===== config.mk =====
export PLATFORM = sky130hd
export DESIGN_NAME = diagnostic_observe_mux
export DESIGN_NICKNAME = d
export VERILOG_FILES = /design/src/probe_mux_pkg.sv /design/src/diagnostic_observe_mux.sv
export VERILOG_INCLUDE_DIRS = /design/src
export SDC_FILE = /design/constraint.sdc
export NUM_CORES = 1
export LEC_CHECK = 0
export BUFFER_PORTS_ARGS = -buffer_cell sky130_fd_sc_hd__buf_2
export CELL_PAD_IN_SITES_DETAIL_PLACEMENT = 0
export CELL_PAD_IN_SITES_GLOBAL_PLACEMENT = 2
export CORE_UTILIZATION = 28
export CTS_BUF_LIST = sky130_fd_sc_hd__clkbuf_4 sky130_fd_sc_hd__clkbuf_8
export DETAILED_ROUTE_END_ITERATION = 12
export GPL_ROUTABILITY_DRIVEN = 0
export PLACE_DENSITY = 0.84
export RECOVER_POWER = 50
export SYNTH_ARGS = -nofsm -noshare
export SYNTH_HDL_FRONTEND = slang
export SYNTH_SLANG_ARGS = --single-unit

===== constraint.sdc =====
create_clock -name clk -period 4.4 [get_ports clk]
set_clock_uncertainty 0.15 [all_clocks]
set_input_delay 0.44 -clock clk [delete_from_list [all_inputs] [get_ports clk]]
set_output_delay 0.44 -clock clk [all_outputs]
set_load 0.01 [all_outputs]

===== src/probe_mux_map.svh =====
// constants for the diagnostic observe multiplexer
// assumes an including module that uses the probe_mux_pkg types
// Functional notes
// - bit 7 of probe config enables the mux; cleared means observe pin tri-stated.
// - observed signal comes only from the probe selection register value; static and input check kinds take it from probe config fields.
// - probe kind 10b is analog mode, routing the chosen analog node.
// - analog selection is one-hot, 0x01 can rail through 0x80 monitor reference.
// - probe kind 01b is digital mode, group code and index pick a signal.
// - group 000b: zero, analog rail UV, two bandgap faults, three pump comparators.
// - group 000b 0111b-1110b: UV/OV pairs for prereg, can, io, core; UV inverted.
// - group 000b index 1111b gives the clock loss flag.
// - group 001b: zero, clock, test, watchdog tick, stretch osc, four time refs.
// - group 001b 1001b-1111b echo pins; fault trigger twice; reset readback last.
// - while enabled, serial out stays driven even with chip select high.
// - probe kind 00b drives the observe pin to the static level bit.
// - probe kind 11b routes one of four inputs chosen by input check select.
// - digital mode, chip select high: serial out follows bit D6; else pin low. The code passes serial_out_data through otherwise.
// - after self-test completes both probe registers return to reset values.
`ifndef PROBE_MUX_MAP_SVH
`define PROBE_MUX_MAP_SVH
`define CFG_ENABLE_BIT 7
`define CFG_FORCE_BIT 6
`define CFG_STATIC_BIT 5
`define CFG_CHECK_MSB 4
`define CFG_CHECK_LSB 2
`define CFG_KIND_MSB 1
`define CFG_KIND_LSB 0
`define CFG_RESET 8'h00
`define SEL_RESET 8'h00
`define SEL_GROUP_MSB 6
`define SEL_GROUP_LSB 4
`define SEL_INDEX_MSB 3
`define SEL_INDEX_LSB 0
`define GROUP_MONITOR 3'h0
`define GROUP_TIMING 3'h1
`define CHECK_FAULT 3'h0
`define CHECK_SELECT 3'h1
`define CHECK_DATA_IN 3'h2
`define CHECK_SERIAL_CLK 3'h3
`endif


===== src/probe_mux_pkg.sv =====
// types for the diagnostic observe multiplexer
// assumes nothing beyond the map header
package probe_mux_pkg;
    typedef enum logic [1:0] {
        KIND_STATIC = 2'h0,
        KIND_DIGITAL = 2'h1,
        KIND_ANALOG = 2'h2,
        KIND_INPUT_CHECK = 2'h3
    } probe_kind_t;
endpackage

===== src/diagnostic_observe_mux.sv =====
// diagnostic observe multiplexer: routes one internal node to the observe pin
// register layout seen by software:
//   probe_config[7] mux enable, observe pin released while clear
//   probe_config[6] level forced onto serial out in digital mode while chip select is high
//   probe_config[5] static level driven onto the pin in the static probe kind
//   probe_config[4:2] input check select: fault, select, data, clock
//   probe_config[1:0] probe kind: static, digital, analog, input check
//   probe_select[6:4] digital group code, probe_select[3:0] digital index
//   probe_select[7:0] one-hot analog node while in analog mode
//   unused group and check codes read as logic zero on the pin
// assumes registers are written by the serial front end on clk
// assumes every source and pin input is already synchronous to clk
// assumes self-test completion arrives as a one-cycle pulse
`timescale 1ns/1ns
`include "probe_mux_map.svh"
module diagnostic_observe_mux
    import probe_mux_pkg::*;
(
    // clock and reset
    input wire logic clk,
    input wire logic rstn,
    // register writes from the serial front end
    input wire logic cfg_write,
    input wire logic [7:0] cfg_wdata,
    input wire logic sel_write,
    input wire logic [7:0] sel_wdata,
    input wire logic selftest_done,
    // register readback
    output logic [7:0] probe_config,
    output logic [7:0] probe_select,
    // monitor group digital sources
    input wire logic analog_internal_rail_uv_n,
    input wire logic bandgap_fault_a,
    input wire logic bandgap_fault_b,
    input wire logic [2:0] pump_cmp,
    input wire logic [3:0] rail_uv,
    input wire logic [3:0] rail_ov,
    input wire logic clock_loss_flag,
    // timing group digital sources
    input wire logic sys_clock_tap,
    input wire logic test_tap,
    input wire logic watchdog_tick,
    input wire logic reset_stretch_osc,
    input wire logic [3:0] time_ref,
    // pin echoes
    input wire logic fault_trigger_input,
    input wire logic chip_select_n,
    input wire logic serial_in,
    input wire logic serial_clk,
    input wire logic serial_out_readback,
    input wire logic host_reset_out,
    // serial out data from the front end
    input wire logic serial_out_data,
    input wire logic serial_out_active,
    // observe pin: digital level and analog selector
    output logic observe_out,
    output logic observe_oe,
    output logic [7:0] analog_selector,
    output logic analog_route_en,
    // serial data out pin
    output logic serial_out,
    output logic serial_out_oe
);
    // next register and pin values
    logic [7:0] next_probe_config;
    logic [7:0] next_probe_select;
    logic next_observe_out;
    logic next_observe_oe;
    logic [7:0] next_analog_selector;
    logic next_analog_route_en;
    logic next_serial_out;
    logic next_serial_out_oe;

    // source tables, one bit per digital index
    logic [15:0] monitor_group;
    logic [15:0] timing_group;

    // decoded register fields
    probe_kind_t kind;
    logic enable;
    logic [2:0] group;
    logic [3:0] index;
    logic [2:0] check;

    // values picked by the digital and input check selectors
    logic digital_pick;
    logic check_pick;

    // config register: a self-test restore wins over a write in one cycle,
    // so software always finds the reset values after a self-test run
    always_comb begin
        next_probe_config = probe_config;
        if (selftest_done) begin
            next_probe_config = `CFG_RESET;
        end else if (cfg_write) begin
            next_probe_config = cfg_wdata;
        end
    end

    always_ff @(posedge clk or negedge rstn) begin
        if (!rstn) begin
            probe_config <= `CFG_RESET;
        end else begin
            probe_config <= next_probe_config;
        end
    end

    // select register: same restore priority as the config register
    always_comb begin
        next_probe_select = probe_select;
        if (selftest_done) begin
            next_probe_select = `SEL_RESET;
        end else if (sel_write) begin
            next_probe_select = sel_wdata;
        end
    end

    always_ff @(posedge clk or negedge rstn) begin
        if (!rstn) begin
            probe_select <= `SEL_RESET;
        end else begin
            probe_select <= next_probe_select;
        end
    end

    // config fields
    assign kind = probe_kind_t'(probe_config[`CFG_KIND_MSB:`CFG_KIND_LSB]);
    assign enable = probe_config[`CFG_ENABLE_BIT];
    assign check = probe_config[`CFG_CHECK_MSB:`CFG_CHECK_LSB];

    // select fields: group code above the index
    assign group = probe_select[`SEL_GROUP_MSB:`SEL_GROUP_LSB];
    assign index = probe_select[`SEL_INDEX_MSB:`SEL_INDEX_LSB];

    // monitor group table, index 0 is logic zero
    assign monitor_group[0] = 1'b0;
    assign monitor_group[1] = analog_internal_rail_uv_n;

    // bandgap faults and charge pump comparators
    assign monitor_group[2] = bandgap_fault_a;
    assign monitor_group[3] = bandgap_fault_b;
    assign monitor_group[6:4] = pump_cmp;

    // loss of the internal system clock
    assign monitor_group[15] = clock_loss_flag;
    // uv/ov pairs per rail: prereg, can, io, core
    genvar r;
    generate
        for (r = 0; r < 4; r++) begin : g_rail
            assign monitor_group[7 + 2 * r] = ~rail_uv[r];
            assign monitor_group[8 + 2 * r] = rail_ov[r];
        end
    endgenerate

    // timing group table
    assign timing_group[0] = 1'b0;
    assign timing_group[1] = sys_clock_tap;
    assign timing_group[2] = test_tap;
    assign timing_group[3] = watchdog_tick;
    assign timing_group[4] = reset_stretch_osc;

    // 5 us, 15 us, 40 us and 2 ms time references
    assign timing_group[8:5] = time_ref;

    // pin echoes; the fault trigger shows at two indices
    assign timing_group[9] = fault_trigger_input;
    assign timing_group[10] = chip_select_n;
    assign timing_group[11] = serial_in;
    assign timing_group[12] = serial_clk;
    assign timing_group[13] = serial_out_readback;
    assign timing_group[14] = fault_trigger_input;
    assign timing_group[15] = host_reset_out;

    // digital selector value: the group code picks a table, the index an
    // entry; groups with no table here read as logic zero
    always_comb begin
        digital_pick = 1'b0;
        case (group)
            `GROUP_MONITOR: begin
                digital_pick = monitor_group[index];
            end
            `GROUP_TIMING: begin
                digital_pick = timing_group[index];
            end
            default: begin
                digital_pick = 1'b0;
            end
        endcase
    end

    // interconnect check value: one of four input pins, codes past the
    // last pin read as logic zero
    always_comb begin
        check_pick = 1'b0;
        case (check)
            `CHECK_FAULT: begin
                check_pick = fault_trigger_input;
            end
            `CHECK_SELECT: begin
                check_pick = chip_select_n;
            end
            `CHECK_DATA_IN: begin
                check_pick = serial_in;
            end
            `CHECK_SERIAL_CLK: begin
                check_pick = serial_clk;
            end
            default: begin
                check_pick = 1'b0;
            end
        endcase
    end

    // observe pin level and digital driver enable, picked by registered
    // fields; a cleared enable releases the pin whatever the kind
    always_comb begin
        next_observe_out = 1'b0;
        next_observe_oe = 1'b0;
        if (enable) begin
            case (kind)
                KIND_STATIC: begin
                    next_observe_out = probe_config[`CFG_STATIC_BIT];
                    next_observe_oe = 1'b1;
                end
                KIND_DIGITAL: begin
                    next_observe_out = digital_pick;
                    next_observe_oe = 1'b1;
                end
                KIND_ANALOG: begin
                    // digital driver off, the analog switch owns the pin
                    next_observe_out = 1'b0;
                    next_observe_oe = 1'b0;
                end
                KIND_INPUT_CHECK: begin
                    next_observe_out = check_pick;
                    next_observe_oe = 1'b1;
                end
                default: begin
                    next_observe_out = 1'b0;
                    next_observe_oe = 1'b1;
                end
            endcase
        end
    end

    // analog switch set, closed only while enabled in analog mode; the
    // selection passes through unchecked, software keeps it one-hot
    always_comb begin
        next_analog_selector = 8'h00;
        next_analog_route_en = 1'b0;
        if (enable && kind == KIND_ANALOG) begin
            next_analog_route_en = 1'b1;
            next_analog_selector = probe_select;
        end
    end

    // serial data out pin: the enabled mux keeps it driven even with chip
    // select high, so a shared bus needs outside help
    always_comb begin
        next_serial_out = serial_out_data;
        next_serial_out_oe = serial_out_active;
        if (enable) begin
            next_serial_out_oe = 1'b1;
            if (kind == KIND_DIGITAL && chip_select_n) begin
                next_serial_out = probe_config[`CFG_FORCE_BIT];
            end
        end
    end

    // observe pin registers so the pin moves only on clock edges and
    // never shows a half-updated selection
    always_ff @(posedge clk or negedge rstn) begin
        if (!rstn) begin
            observe_out <= 1'b0;
            observe_oe <= 1'b0;
        end else begin
            observe_out <= next_observe_out;
            observe_oe <= next_observe_oe;
        end
    end

    // analog switch registers
    always_ff @(posedge clk or negedge rstn) begin
        if (!rstn) begin
            analog_selector <= 8'h00;
            analog_route_en <= 1'b0;
        end else begin
            analog_selector <= next_analog_selector;
            analog_route_en <= next_analog_route_en;
        end
    end

    // serial data out registers
    always_ff @(posedge clk or negedge rstn) begin
        if (!rstn) begin
            serial_out <= 1'b0;
            serial_out_oe <= 1'b0;
        end else begin
            serial_out <= next_serial_out;
            serial_out_oe <= next_serial_out_oe;
        end
    end
endmodule


Word-level counts from Yosys, hierarchy flattened
Cells that the tools add are included.
W data, S select, Z words.
{"block": "word_totals", "output_inout_bits": 29, "wordCells": 47, "ff_bits": 29, "inputBits": 52}
{"block": "op_classes", "n_reduce_logical": 8, "bitwise_logic": 4, "mux": 19, "n_eq_ne": 7, "n_lt_le_gt_ge": 1}
{"op": "$mux W8", "n": 5}
{"op": "$bmux W1 S4", "n": 2}
{"op": "$mux W1", "n": 8}
{"op": "$pmux W1 S4", "n": 2}
{"op": "$eq A3 B1 Y1 const B", "n": 2}
{"op": "$eq A3 B2 Y1 const B", "n": 2}
{"op": "$logic_not A3 Y1", "n": 2}
{"op": "$lt A4 B5 Y1 const B", "n": 1}
{"op": "$eq A2 B2 Y1 const B", "n": 2}
{"op": "$not A1 Y1", "n": 4}
{"op": "$pmux W1 S2", "n": 2}
{"op": "$reduce_bool A2 Y1", "n": 2}
{"op": "$reduce_or A3 Y1", "n": 1}
{"op": "$eq A2 B1 Y1 const B", "n": 1}
{"op": "$logic_and A1 B1 Y1", "n": 2}
{"op": "$logic_not A2 Y1", "n": 1}

Depth between registers and ports, before layout
Gate-level depths: netlist of run 1.
{"block": "depth", "word_depth": 6, "depth_mapped": 6, "depth_no_buf": 5}

Worst setup path before layout of run 1
Ideal clock, no wire load.
{"block": "synth_path", "kind": "flip-flop to flip-flop", "startpoint": "reg probe_select[0]", "endpoint": "reg observe_out", "t_arrival_ns": 1.546, "setup_slack_ns": 2.578, "period_less_slack_ns": 1.822, "path_stages_with_launch": 5, "required_ns": 4.124, "cell_sequence": "dfrtp_1 mux4_1 a21oi_1 nor3_1 o311a_1"}
{"block": "synth_via", "elab_chain_cells": 5, "elab_cells_between_ends": 7, "classes_between": "7 x mux"}
{"element": "start: declaration", "line": "diagnostic_observe_mux.sv:30", "text": "output logic [7:0] probe_select,"}
{"element": "start signal: assignment", "line": "diagnostic_observe_mux.sv:120", "text": "probe_select <= `SEL_RESET;"}
{"element": "start signal: assignment", "line": "diagnostic_observe_mux.sv:122", "text": "probe_select <= next_probe_select;"}
{"element": "$bmux W1 S4, on equally long branches", "line": "diagnostic_observe_mux.sv:183, diagnostic_observe_mux.sv:180"}
{"element": "$mux W1, on equally long branches", "line": "diagnostic_observe_mux.sv:183, diagnostic_observe_mux.sv:180"}
{"element": "$pmux W1 S2 *", "line": "diagnostic_observe_mux.sv:178", "text": "case (group)"}
{"element": "$pmux W1 S4 *", "line": "diagnostic_observe_mux.sv:220", "text": "case (kind)"}
{"element": "$mux W1 *", "line": "diagnostic_observe_mux.sv:219", "text": "if (enable) begin"}
{"element": "net next_observe_out", "line": "diagnostic_observe_mux.sv:67", "text": "logic next_observe_out;"}
{"element": "end signal: assignment", "line": "diagnostic_observe_mux.sv:277", "text": "observe_out <= next_observe_out;"}
{"element": "end: declaration", "line": "diagnostic_observe_mux.sv:56", "text": "output logic observe_out,"}
The timed path passes the listed nets; every way through them passes the cells marked *. The select of a mux whose other input is x is not followed.
A chain may end at the register's enable or synchronous reset.

Final worst setup path of run 1
Same ends and word-level chain as after synthesis.

==> results.md, run 1 <==
- Status: finished, violations left
- Failing checks: max-capacitance violations, max-slew violations
- CTS buffer count: 5
- ANT nets after route: 0
- Total GRT Usage: 13.6%
- Ant. Diodes: 0
- Syn Area/Cell: 11.8 sq um
- Setup Fix Bufs, Post-CTS: 0
- Post-cts sizing count: 0
- Synth area leaders: dfrtp_1, mux2i_1, mux4_2
- Critical Path Fanout Max: 15
- Antenna violations before repair: 0
- Die area: 5380 sq um
- Finish-stage setup viols: 0
- Register bit count reported by yosys: 29
- FFs w/ async S/R, synth: 100%
- # clock sinks: 29
- TNS Setup: 0 ns
- Worst-Skew Late Latency: 0.27 ns
- Final hold violation count: 0
- Hold crit path type: input pin to register
- IR drop worst, VDD: 0.102 mV
- Post-synth EDFFs: 0
- Top cells by count, synth: dfrtp_1, mux2i_1, nor2_1
- Vias in the first global route: 1,106
- DRC: 0
- Fin crit share: 48.6%
- Synth Flop Type: dfrtp_1
- First-pass GRT wire length: 5330 um
- Clock Tree Root: clkbuf_8
- CTS Hold Buffers Added: 0
- CTS tree: yes
- Max cap viols: 1
- Power per standard cell area: 315 nW/um^2
- Inst Count DP: 260
- Cell variety after synth: 29
- Starting DRT DRC Count: 42
- Core area: 4820 sq um
- Total wire length: 3440 um
- FMAX: 468 MHz
- Hpwl dp: 2660 um
- Yosys Warn Count: 0
- Port Buffers: 80
- Final net count: 252
- Worst path arrival time: 2.15 ns
- Synthesized net count: 173
- CTS H-tree depth: 2
- Avg Vias per Cell: 4.54
- Rel. slew slack: -1.90%
- Die Ht: 73.3 um
- Area Growth Syn to Fin: 37.4%
- Fillers: 507
- CTS max path bufs: 2
- IO Count: 81
- Critical Path RT: 4.41 ns
- Setup crit start kind: register
- CTS clk-pin slew, worst paths: 0.06 ns
- Area leader, netlist: dfrtp_1
- Type of the worst setup path: register to register
- Pins Over Slew Limit: 30
- Die X: 73.3 um
- Top-area cell type share of the netlist area: 50.9%
- CP Capture Type: register
- Cell count after synthesis: 121
- FP Rows: 25
- Post-synthesis sequential area ratio: 50.9%
- Worst-Margin Slew: 1.53 ns
- Share of cells above drive strength 1: 45.3%
- Largest net degree at the start of global routing: 30
- Global route overflow: 0
- RSZ-0062 raised after global routing: false
- Tmin final: 2.14 ns
- Initial core utilization: 29.6%
- Via count: 1,216
- Post-synthesis cell area: 1430 sq um
- Lkg Pwr: 1.06 nW
- Post-route insts no fill: 268
- Post-layout util: 40.6%
- DR pass1 iterations: 4
- Most common cell in the netlist: dfrtp_1
- WL/cell: 12.8 um
## cells by family after synthesis
kind of cell           Yosys count  share of synthesized area (%)
and+or+nand+nor                 40                           13.9
DFF                             29                           50.9
muxes                           27                           24.8
buffers and inverters           13                           4.74
AOI/OAI and AO/OA               12                           5.62
## power breakdown
part	internal, mW	switching (mW)
registers	0.277	0.0149
clock network	0.141	0.0938
logic	0.0484	0.0407
## cell type report
type	instances	area, sq um	area share [%]
flip-flops and latches	29	726	37.1
multi-input cells	79	632	32.3
repair buffers	80	397	20.3
clock buffers	7	96.3	4.92
well taps	67	83.8	4.28
inverters	5	18.8	0.958
clock inverters	1	5.00	0.256
## routing by layer
layer  global-route usage [%]  part of all wire (%)  vias to the layer above
met4                     5.13                   1.7                        0
met3                     4.25                   6.6                        5
met2                     21.0                    47                       56
li1                         -                     -                      579
met5                        0                     0                        -
met1                     17.9                    45                      576
## critical path: stages, from the launching register on
cell     delay [ns]
dfrtp_1        0.70
mux4_1         0.62
a21oi_1        0.17
nor3_1         0.06
o311a_1        0.33
## through the flow
stage / area [sq um] / hold WS, ns / worst slack (ns) / power (mW)
2_1_floorplan: 1430 / -0.00559 / 2.58 / 0.344
3_3_place_gp: 1860 / 0.339 / 2.32 / 0.388
3_5_place_dp: 1860 / 0.350 / 2.24 / 0.389
4_1_cts: 1960 / 0.0580 / 2.22 / 0.627
5_1_grt: 1960 / 0.197 / 2.08 / 0.651
6_report: 1960 / 0.207 / 2.26 / 0.616
## final timing paths
check	from	to	slack [ns]	cells after the start
min in group asynchronous	rstn	analog_selector[1]	0.39	1
max in group asynchronous	rstn	probe_config[2]	2.83	1
hold / removal	serial_out_active	serial_out_oe	0.21	2
hold reg to reg	probe_select[7]	analog_selector[7]	0.36	1
setup reg to reg	probe_select[0]	observe_out	2.26	4
setup / recovery	probe_select[0]	observe_out	2.26	4
## flip-flops by register name (all words and copies together), names as in the netlist
signal           cells
observe_oe           1
serial_out           1
observe_out          1
probe_config         8
serial_out_oe        1
analog_selector      8
analog_route_en      1
probe_select         8
## cell usage in the layout (no fill, tap or decap), types with 2 or more instances in the layout
master	Yosys	layout
mux4_1	2	2
a211oi_1	2	2
clkbuf_1	5	3
a21oi_1	4	4
dfrtp_1	29	29
nor2b_1	2	2
mux2i_1	20	20
nand2_1	2	2
nor2_1	20	20
inv_1	5	5
buf_2	0	77
clkbuf_8	0	7
and2_1	8	8
mux4_2	4	4
No activity file was read; power rests on OpenSTA's default activity.
==> run 2, diff against run 1 <==
--- a/config.mk
+++ b/config.mk
@@ -9,11 +9,11 @@
 export BUFFER_PORTS_ARGS = -buffer_cell sky130_fd_sc_hd__buf_2
 export CELL_PAD_IN_SITES_DETAIL_PLACEMENT = 0
 export CELL_PAD_IN_SITES_GLOBAL_PLACEMENT = 2
-export CORE_UTILIZATION = 28
+export CORE_UTILIZATION = 26
 export CTS_BUF_LIST = sky130_fd_sc_hd__clkbuf_4 sky130_fd_sc_hd__clkbuf_8
 export DETAILED_ROUTE_END_ITERATION = 12
 export GPL_ROUTABILITY_DRIVEN = 0
-export PLACE_DENSITY = 0.84
+export PLACE_DENSITY = 0.79
 export RECOVER_POWER = 50
 export SYNTH_ARGS = -nofsm -noshare
 export SYNTH_HDL_FRONTEND = slang
==> constraint.sdc (replaced) <==
create_clock -name clk -period 2 [get_ports clk]
set_clock_uncertainty 0.15 [all_clocks]
set_input_delay 0.2 -clock clk [delete_from_list [all_inputs] [get_ports clk]]
set_output_delay 0.2 -clock clk [all_outputs]
set_load 0.01 [all_outputs]
==> run 2 against run 1 <==
Combinational power grew 140%. Largest cell class unchanged. Critical path type unchanged. Critical path depth stayed put. Non-clock buffer count rose by 6. Count of clock-buffer cells in the layout is 1 higher. Via count rose by 0.16%. Register-to-register slack got worse by 2.1 ns. Sequential share of layout area fell by 0.49 points. The flow now finishes without violations. Final area up 1.3%. Global-route usage rose by 0.17 points.
==> results.md, run 2 (same netlist as run 1, synthesis figures left out) <==
- Status: complete, no violations
- CTS Hold Buffers Added: 2
- Final net count: 258
- Antenna violations before repair: 0
- CP delay by family, top: multiplexers
- CTS buffer count: 5
- FP Rows: 26
- CTS H-tree depth: 2
- IO Count: 81
- Final hold violation count: 0
- Worst-Margin Slew: 0.748 ns
- Setup Fix Bufs, Post-CTS: 0
- Area Growth Syn to Fin: 39.2%
- Max cap viols: 0
- Crit path capture: observe_out
- DR pass1 iterations: 4
- Finish-stage setup viols: 0
- Critical Path, Cell by Cell: mux4_1 -> a21oi_1 -> nor3_1 -> o311a_1
- Pins Over Slew Limit: 0
- Number of cells on the critical path: 4
- Initial core utilization: 27.4%
- Die X: 76.0 um
- Biggest regs: analog_selector x8, probe_config x8, probe_select x8
- # clock sinks: 29
- Clock Tree Root: clkbuf_8
- ANT nets after route: 0
- Critical Path Start: probe_select[0]
- Rel. slew slack: 50.1%
- Critical Path Fanout Max: 4
- Setup crit start kind: register
- FMAX: 548 MHz
- Lkg Pwr: 1.03 nW
- CTS tree: yes
- First-pass GRT wire length: 5990 um
- R2r worst-path depth: 4
- Starting DRT DRC Count: 49
- Core area: 5200 sq um
- Commonest non-fill, non-tap cell in the layout: buf_2
- Worst path arrival time: 1.84 ns
- Fillers: 554
- RR Endpoint: observe_out
- Worst R2R Start: probe_select[0]
- CP Capture Type: register
- Die area: 5780 sq um
- Hold crit path type: input pin to register
- CP peak stage delay: 0.56 ns
- CTS clk-pin slew, worst paths: 0.06 ns
- Worst Path Buf+Inv: 0
- Total GRT Usage: 13.8%
- Vias in the first global route: 1,169
- Slowest CP cell: mux4_1
- Hpwl dp: 2790 um
- Ant. Diodes: 0
- Fin area: 1980 sq um
- TNS Setup: 0 ns
- Critical Path RT: 2.01 ns
- Area after DPL: 1890 sq um
- Share of cells above drive strength 1: 39.1%
- IR drop worst, VDD: 0.232 mV
- Worst-Skew Late Latency: 0.27 ns
- Post-cts sizing count: 0
- Most frequent cells in the layout: buf_2, dfrtp_1, nor2_1, mux2i_1, clkbuf_1
- Worst hold slack: 0.00724 ns
- Total wire length: 3760 um
- WL/cell: 13.6 um
- Port Buffers: 80
- Avg Vias per Cell: 4.40
- Fin crit share: 91.2%
- Power per standard cell area: 682 nW/um^2
- RSZ-0062 raised after global routing: false
- R2R setup slack: 0.18 ns
- Global route overflow: 0
- DRC: 0
- Type of the worst setup path: register to register
- Via count: 1,218
- Tmin final: 1.82 ns
- CTS max path bufs: 2
- Die Ht: 76.0 um
- Largest net degree at the start of global routing: 30
run 2: cell count changes in the layout (fill, tap and decap cells not counted):
| cell | before | now |
|---|---|---|
| buf_2 | 77 | 62 |
| clkbuf_1 | 3 | 17 |
| buf_4 | 0 | 4 |
| clkbuf_4 | 0 | 3 |
| clkbuf_8 | 7 | 5 |
| dlygate4sd3_1 | 0 | 2 |
| clkbuf_2 | 0 | 1 |
| clkinv_2 | 1 | 0 |
run 2: through the flow:
step                worst slack [ns]  instances  utilization, %  total power [mW]
global placement               0.234        267            36.4             0.866
global route                  0.0774        277            38.1              1.43
CTS                            0.167        277            38.5              1.37
detailed placement             0.182        267            36.4             0.866
finish                         0.176        277            38.1              1.35
floorplan                      0.178        121               -             0.756
run 2: cell type report:
class	instances	area [sq um]	area share, %
clock buffer	8	91.3	4.60
tap	70	87.6	4.41
inverter	5	18.8	0.946
timing repair buffer	86	429	21.6
sequential	29	726	36.6
multi-input combinational	79	632	31.8
run 2: power breakdown:
group | internal (mW) | total [mW] | leakage [nW] | switching [mW]
logic | 0.113 | 0.217 | 0.590 | 0.104
clock network | 0.287 | 0.502 | 0.0498 | 0.215
registers | 0.610 | 0.634 | 0.388 | 0.0240
run 2: metal layers:
metal	routed length, um	global-route usage (%)
met5	0	0
met4	49	4.62
met3	292	5.27
met2	1630	19.7
met1	1790	19.0
run 2: worst min path at each step:
stage	startpoint	end	slack (ns)	cells past startpoint
after global routing	serial_out_data	serial_out	0.01	2
after global placement	rstn	serial_out	0.12	1
after CTS	serial_out_data	serial_out	0.00004	2
after floorplan	rstn	analog_route_en	-0.25	0
after detailed placement	rstn	serial_out	0.13	1
final	serial_out_data	serial_out	0.007	2
==> run 3, diff against run 2 <==
--- a/config.mk
+++ b/config.mk
@@ -9,6 +9,7 @@
 export BUFFER_PORTS_ARGS = -buffer_cell sky130_fd_sc_hd__buf_2
 export CELL_PAD_IN_SITES_DETAIL_PLACEMENT = 0
 export CELL_PAD_IN_SITES_GLOBAL_PLACEMENT = 2
+export CORE_ASPECT_RATIO = 0.5
 export CORE_UTILIZATION = 26
 export CTS_BUF_LIST = sky130_fd_sc_hd__clkbuf_4 sky130_fd_sc_hd__clkbuf_8
 export DETAILED_ROUTE_END_ITERATION = 12
==> constraint.sdc (replaced) <==
create_clock -name clk -period 2 [get_ports clk]
set_clock_uncertainty 0.15 [all_clocks]
set_input_delay 0.1 -clock clk [delete_from_list [all_inputs] [get_ports clk]]
set_output_delay 0.1 -clock clk [all_outputs]
set_load 0.01 [all_outputs]
==> run 3 against run 2 <==
Register-to-register slack is essentially flat. Via count grew 8.9%. Critical endpoint unchanged. Clock power shrank 5.4%. Sequential share of layout area shrank 2.8 points. Hold slack gained 0.031 ns.
==> results.md, run 3 (same netlist as run 1, synthesis figures left out) <==
- Post-route insts no fill: 294
- Most frequent cells in the layout: buf_2, dfrtp_1, nor2_1, mux2i_1, clkbuf_1
- Status: complete, no violations
- Biggest regs: analog_selector x8, probe_config x8, probe_select x8
- CTS buffer count: 5
- CTS H-tree depth: 2
- Critical Path, Cell by Cell: mux4_1 -> a21oi_1 -> nor3_1 -> o311a_1
- Worst hold slack: 0.0378 ns
- Die Ht: 54.4 um
- Fillers: 540
- IO Count: 81
- Final net count: 275
- Worst-Skew Late Latency: 0.28 ns
- Tmin final: 1.83 ns
- R2R setup slack: 0.17 ns
- DR pass1 iterations: 4
- FMAX: 546 MHz
- Ant. Diodes: 0
- Total GRT Usage: 14.5%
- # clock sinks: 29
- Worst path arrival time: 1.85 ns
- RR Endpoint: observe_out
- WL/cell: 13.7 um
- Initial core utilization: 28.0%
- Die area: 5800 sq um
- Rel. slew slack: 51.6%
- Critical Path Start: probe_select[0]
- Antenna violations before repair: 0
- Final hold violation count: 0
- Clock Tree Root: clkbuf_8
- Type of the worst setup path: register to register
- Total wire length: 4020 um
- Multi-input gate area: 632 sq um
- Die X: 107 um
- Largest net degree at the start of global routing: 30
- Post-cts sizing count: 0
- CTS Hold Buffers Added: 19
- Commonest non-fill, non-tap cell in the layout: buf_2
- Starting DRT DRC Count: 36
- HP Start: selftest_done
- Vias in the first global route: 1,274
- Fin crit share: 91.6%
- Pins Over Slew Limit: 0
- CTS tree: yes
- Port Buffers: 80
- DRC: 0
- Setup crit start kind: register
- First-pass GRT wire length: 6130 um
- Share of cells above drive strength 1: 34.8%
- Critical Path RT: 2.02 ns
- Hold crit path type: input pin to register
- Via count: 1,326
- Avg Vias per Cell: 4.51
- Setup ws final: 0.168 ns
- FP Rows: 18
- Max cap viols: 0
- CP peak stage delay: 0.56 ns
- Lkg Pwr: 1.09 nW
- Hpwl dp: 2900 um
- RSZ-0062 raised after global routing: false
- Slowest CP cell: mux4_1
- Critical Path Fanout Max: 4
- Finish-stage setup viols: 0
- Setup Fix Bufs, Post-CTS: 0
- CTS max path bufs: 2
- Setup slack at placement: 0.167 ns
- Post-layout util: 42.2%
- CTS clk-pin slew, worst paths: 0.06 ns
- Power per standard cell area: 631 nW/um^2
- TNS Setup: 0 ns
- Inst Count DP: 267
- Worst-Margin Slew: 0.726 ns
- Core area: 5090 sq um
- Area Growth Syn to Fin: 50.6%
- Reg area: 726 sq um
- Global route overflow: 0
- IR drop worst, VDD: 0.210 mV
- CP Capture Type: register
- ANT nets after route: 0
- Hold path depth: 2
- Worst R2R Start: probe_select[0]
- Crit path capture: observe_out
- R2r worst-path depth: 4
==> run 3: changes by cell type in the layout (fill, tap and decap cells not counted), sizes merged <==
cell         delta
buf             -3
dlygate4sd3    +17
clkinv          +2
clkbuf          +1
==> run 3: worst min path at each step <==
stage and to:
6_report probe_select[1], 4_1_cts probe_config[6], 3_3_place_gp probe_select[0], 5_1_grt probe_config[0]
2_1_floorplan analog_route_en, 3_5_place_dp probe_select[1]
==> run 3: layer usage <==
| metal | part of all wire (%) | GRT usage [%] | up-vias |
|---|---|---|---|
| li1 | - | - | 627 |
| met1 | 44 | 18.2 | 647 |
| met2 | 48 | 23.8 | 42 |
| met3 | 5.9 | 3.93 | 10 |
| met4 | 1.9 | 7.08 | 0 |
| met5 | 0 | 0 | - |
==> run 3: stage by stage <==
step	total power, mW	instance area (sq um)
2_1_floorplan	0.756	1430
3_3_place_gp	0.865	1890
3_5_place_dp	0.866	1890
4_1_cts	1.38	2170
5_1_grt	1.43	2150
6_report	1.35	2150
==> run 3: power breakdown <==
group,leakage (nW),internal [mW],switching [mW]
logic,0.650,0.134,0.110
registers,0.388,0.610,0.0248
clock network,0.0484,0.254,0.222
total,1.09,0.998,0.356
==> run 3: cell type report <==
cell class | count | share of cell area (%)
clock buffer | 6 | 3.56
clock inverter | 2 | 0.466
inverter | 5 | 0.875
multi-input combinational | 79 | 29.4
sequential | 29 | 33.8
tap | 70 | 4.08
timing repair buffer | 103 | 27.8
==> run 3: critical path: cells and delay by family (launching register included) <==
family	cells	cell delay [ns]
AO/OA/AOI/OAI	2	0.52
flip-flops	1	0.43
multiplexers	1	0.56
AND/OR/NAND/NOR	1	0.06
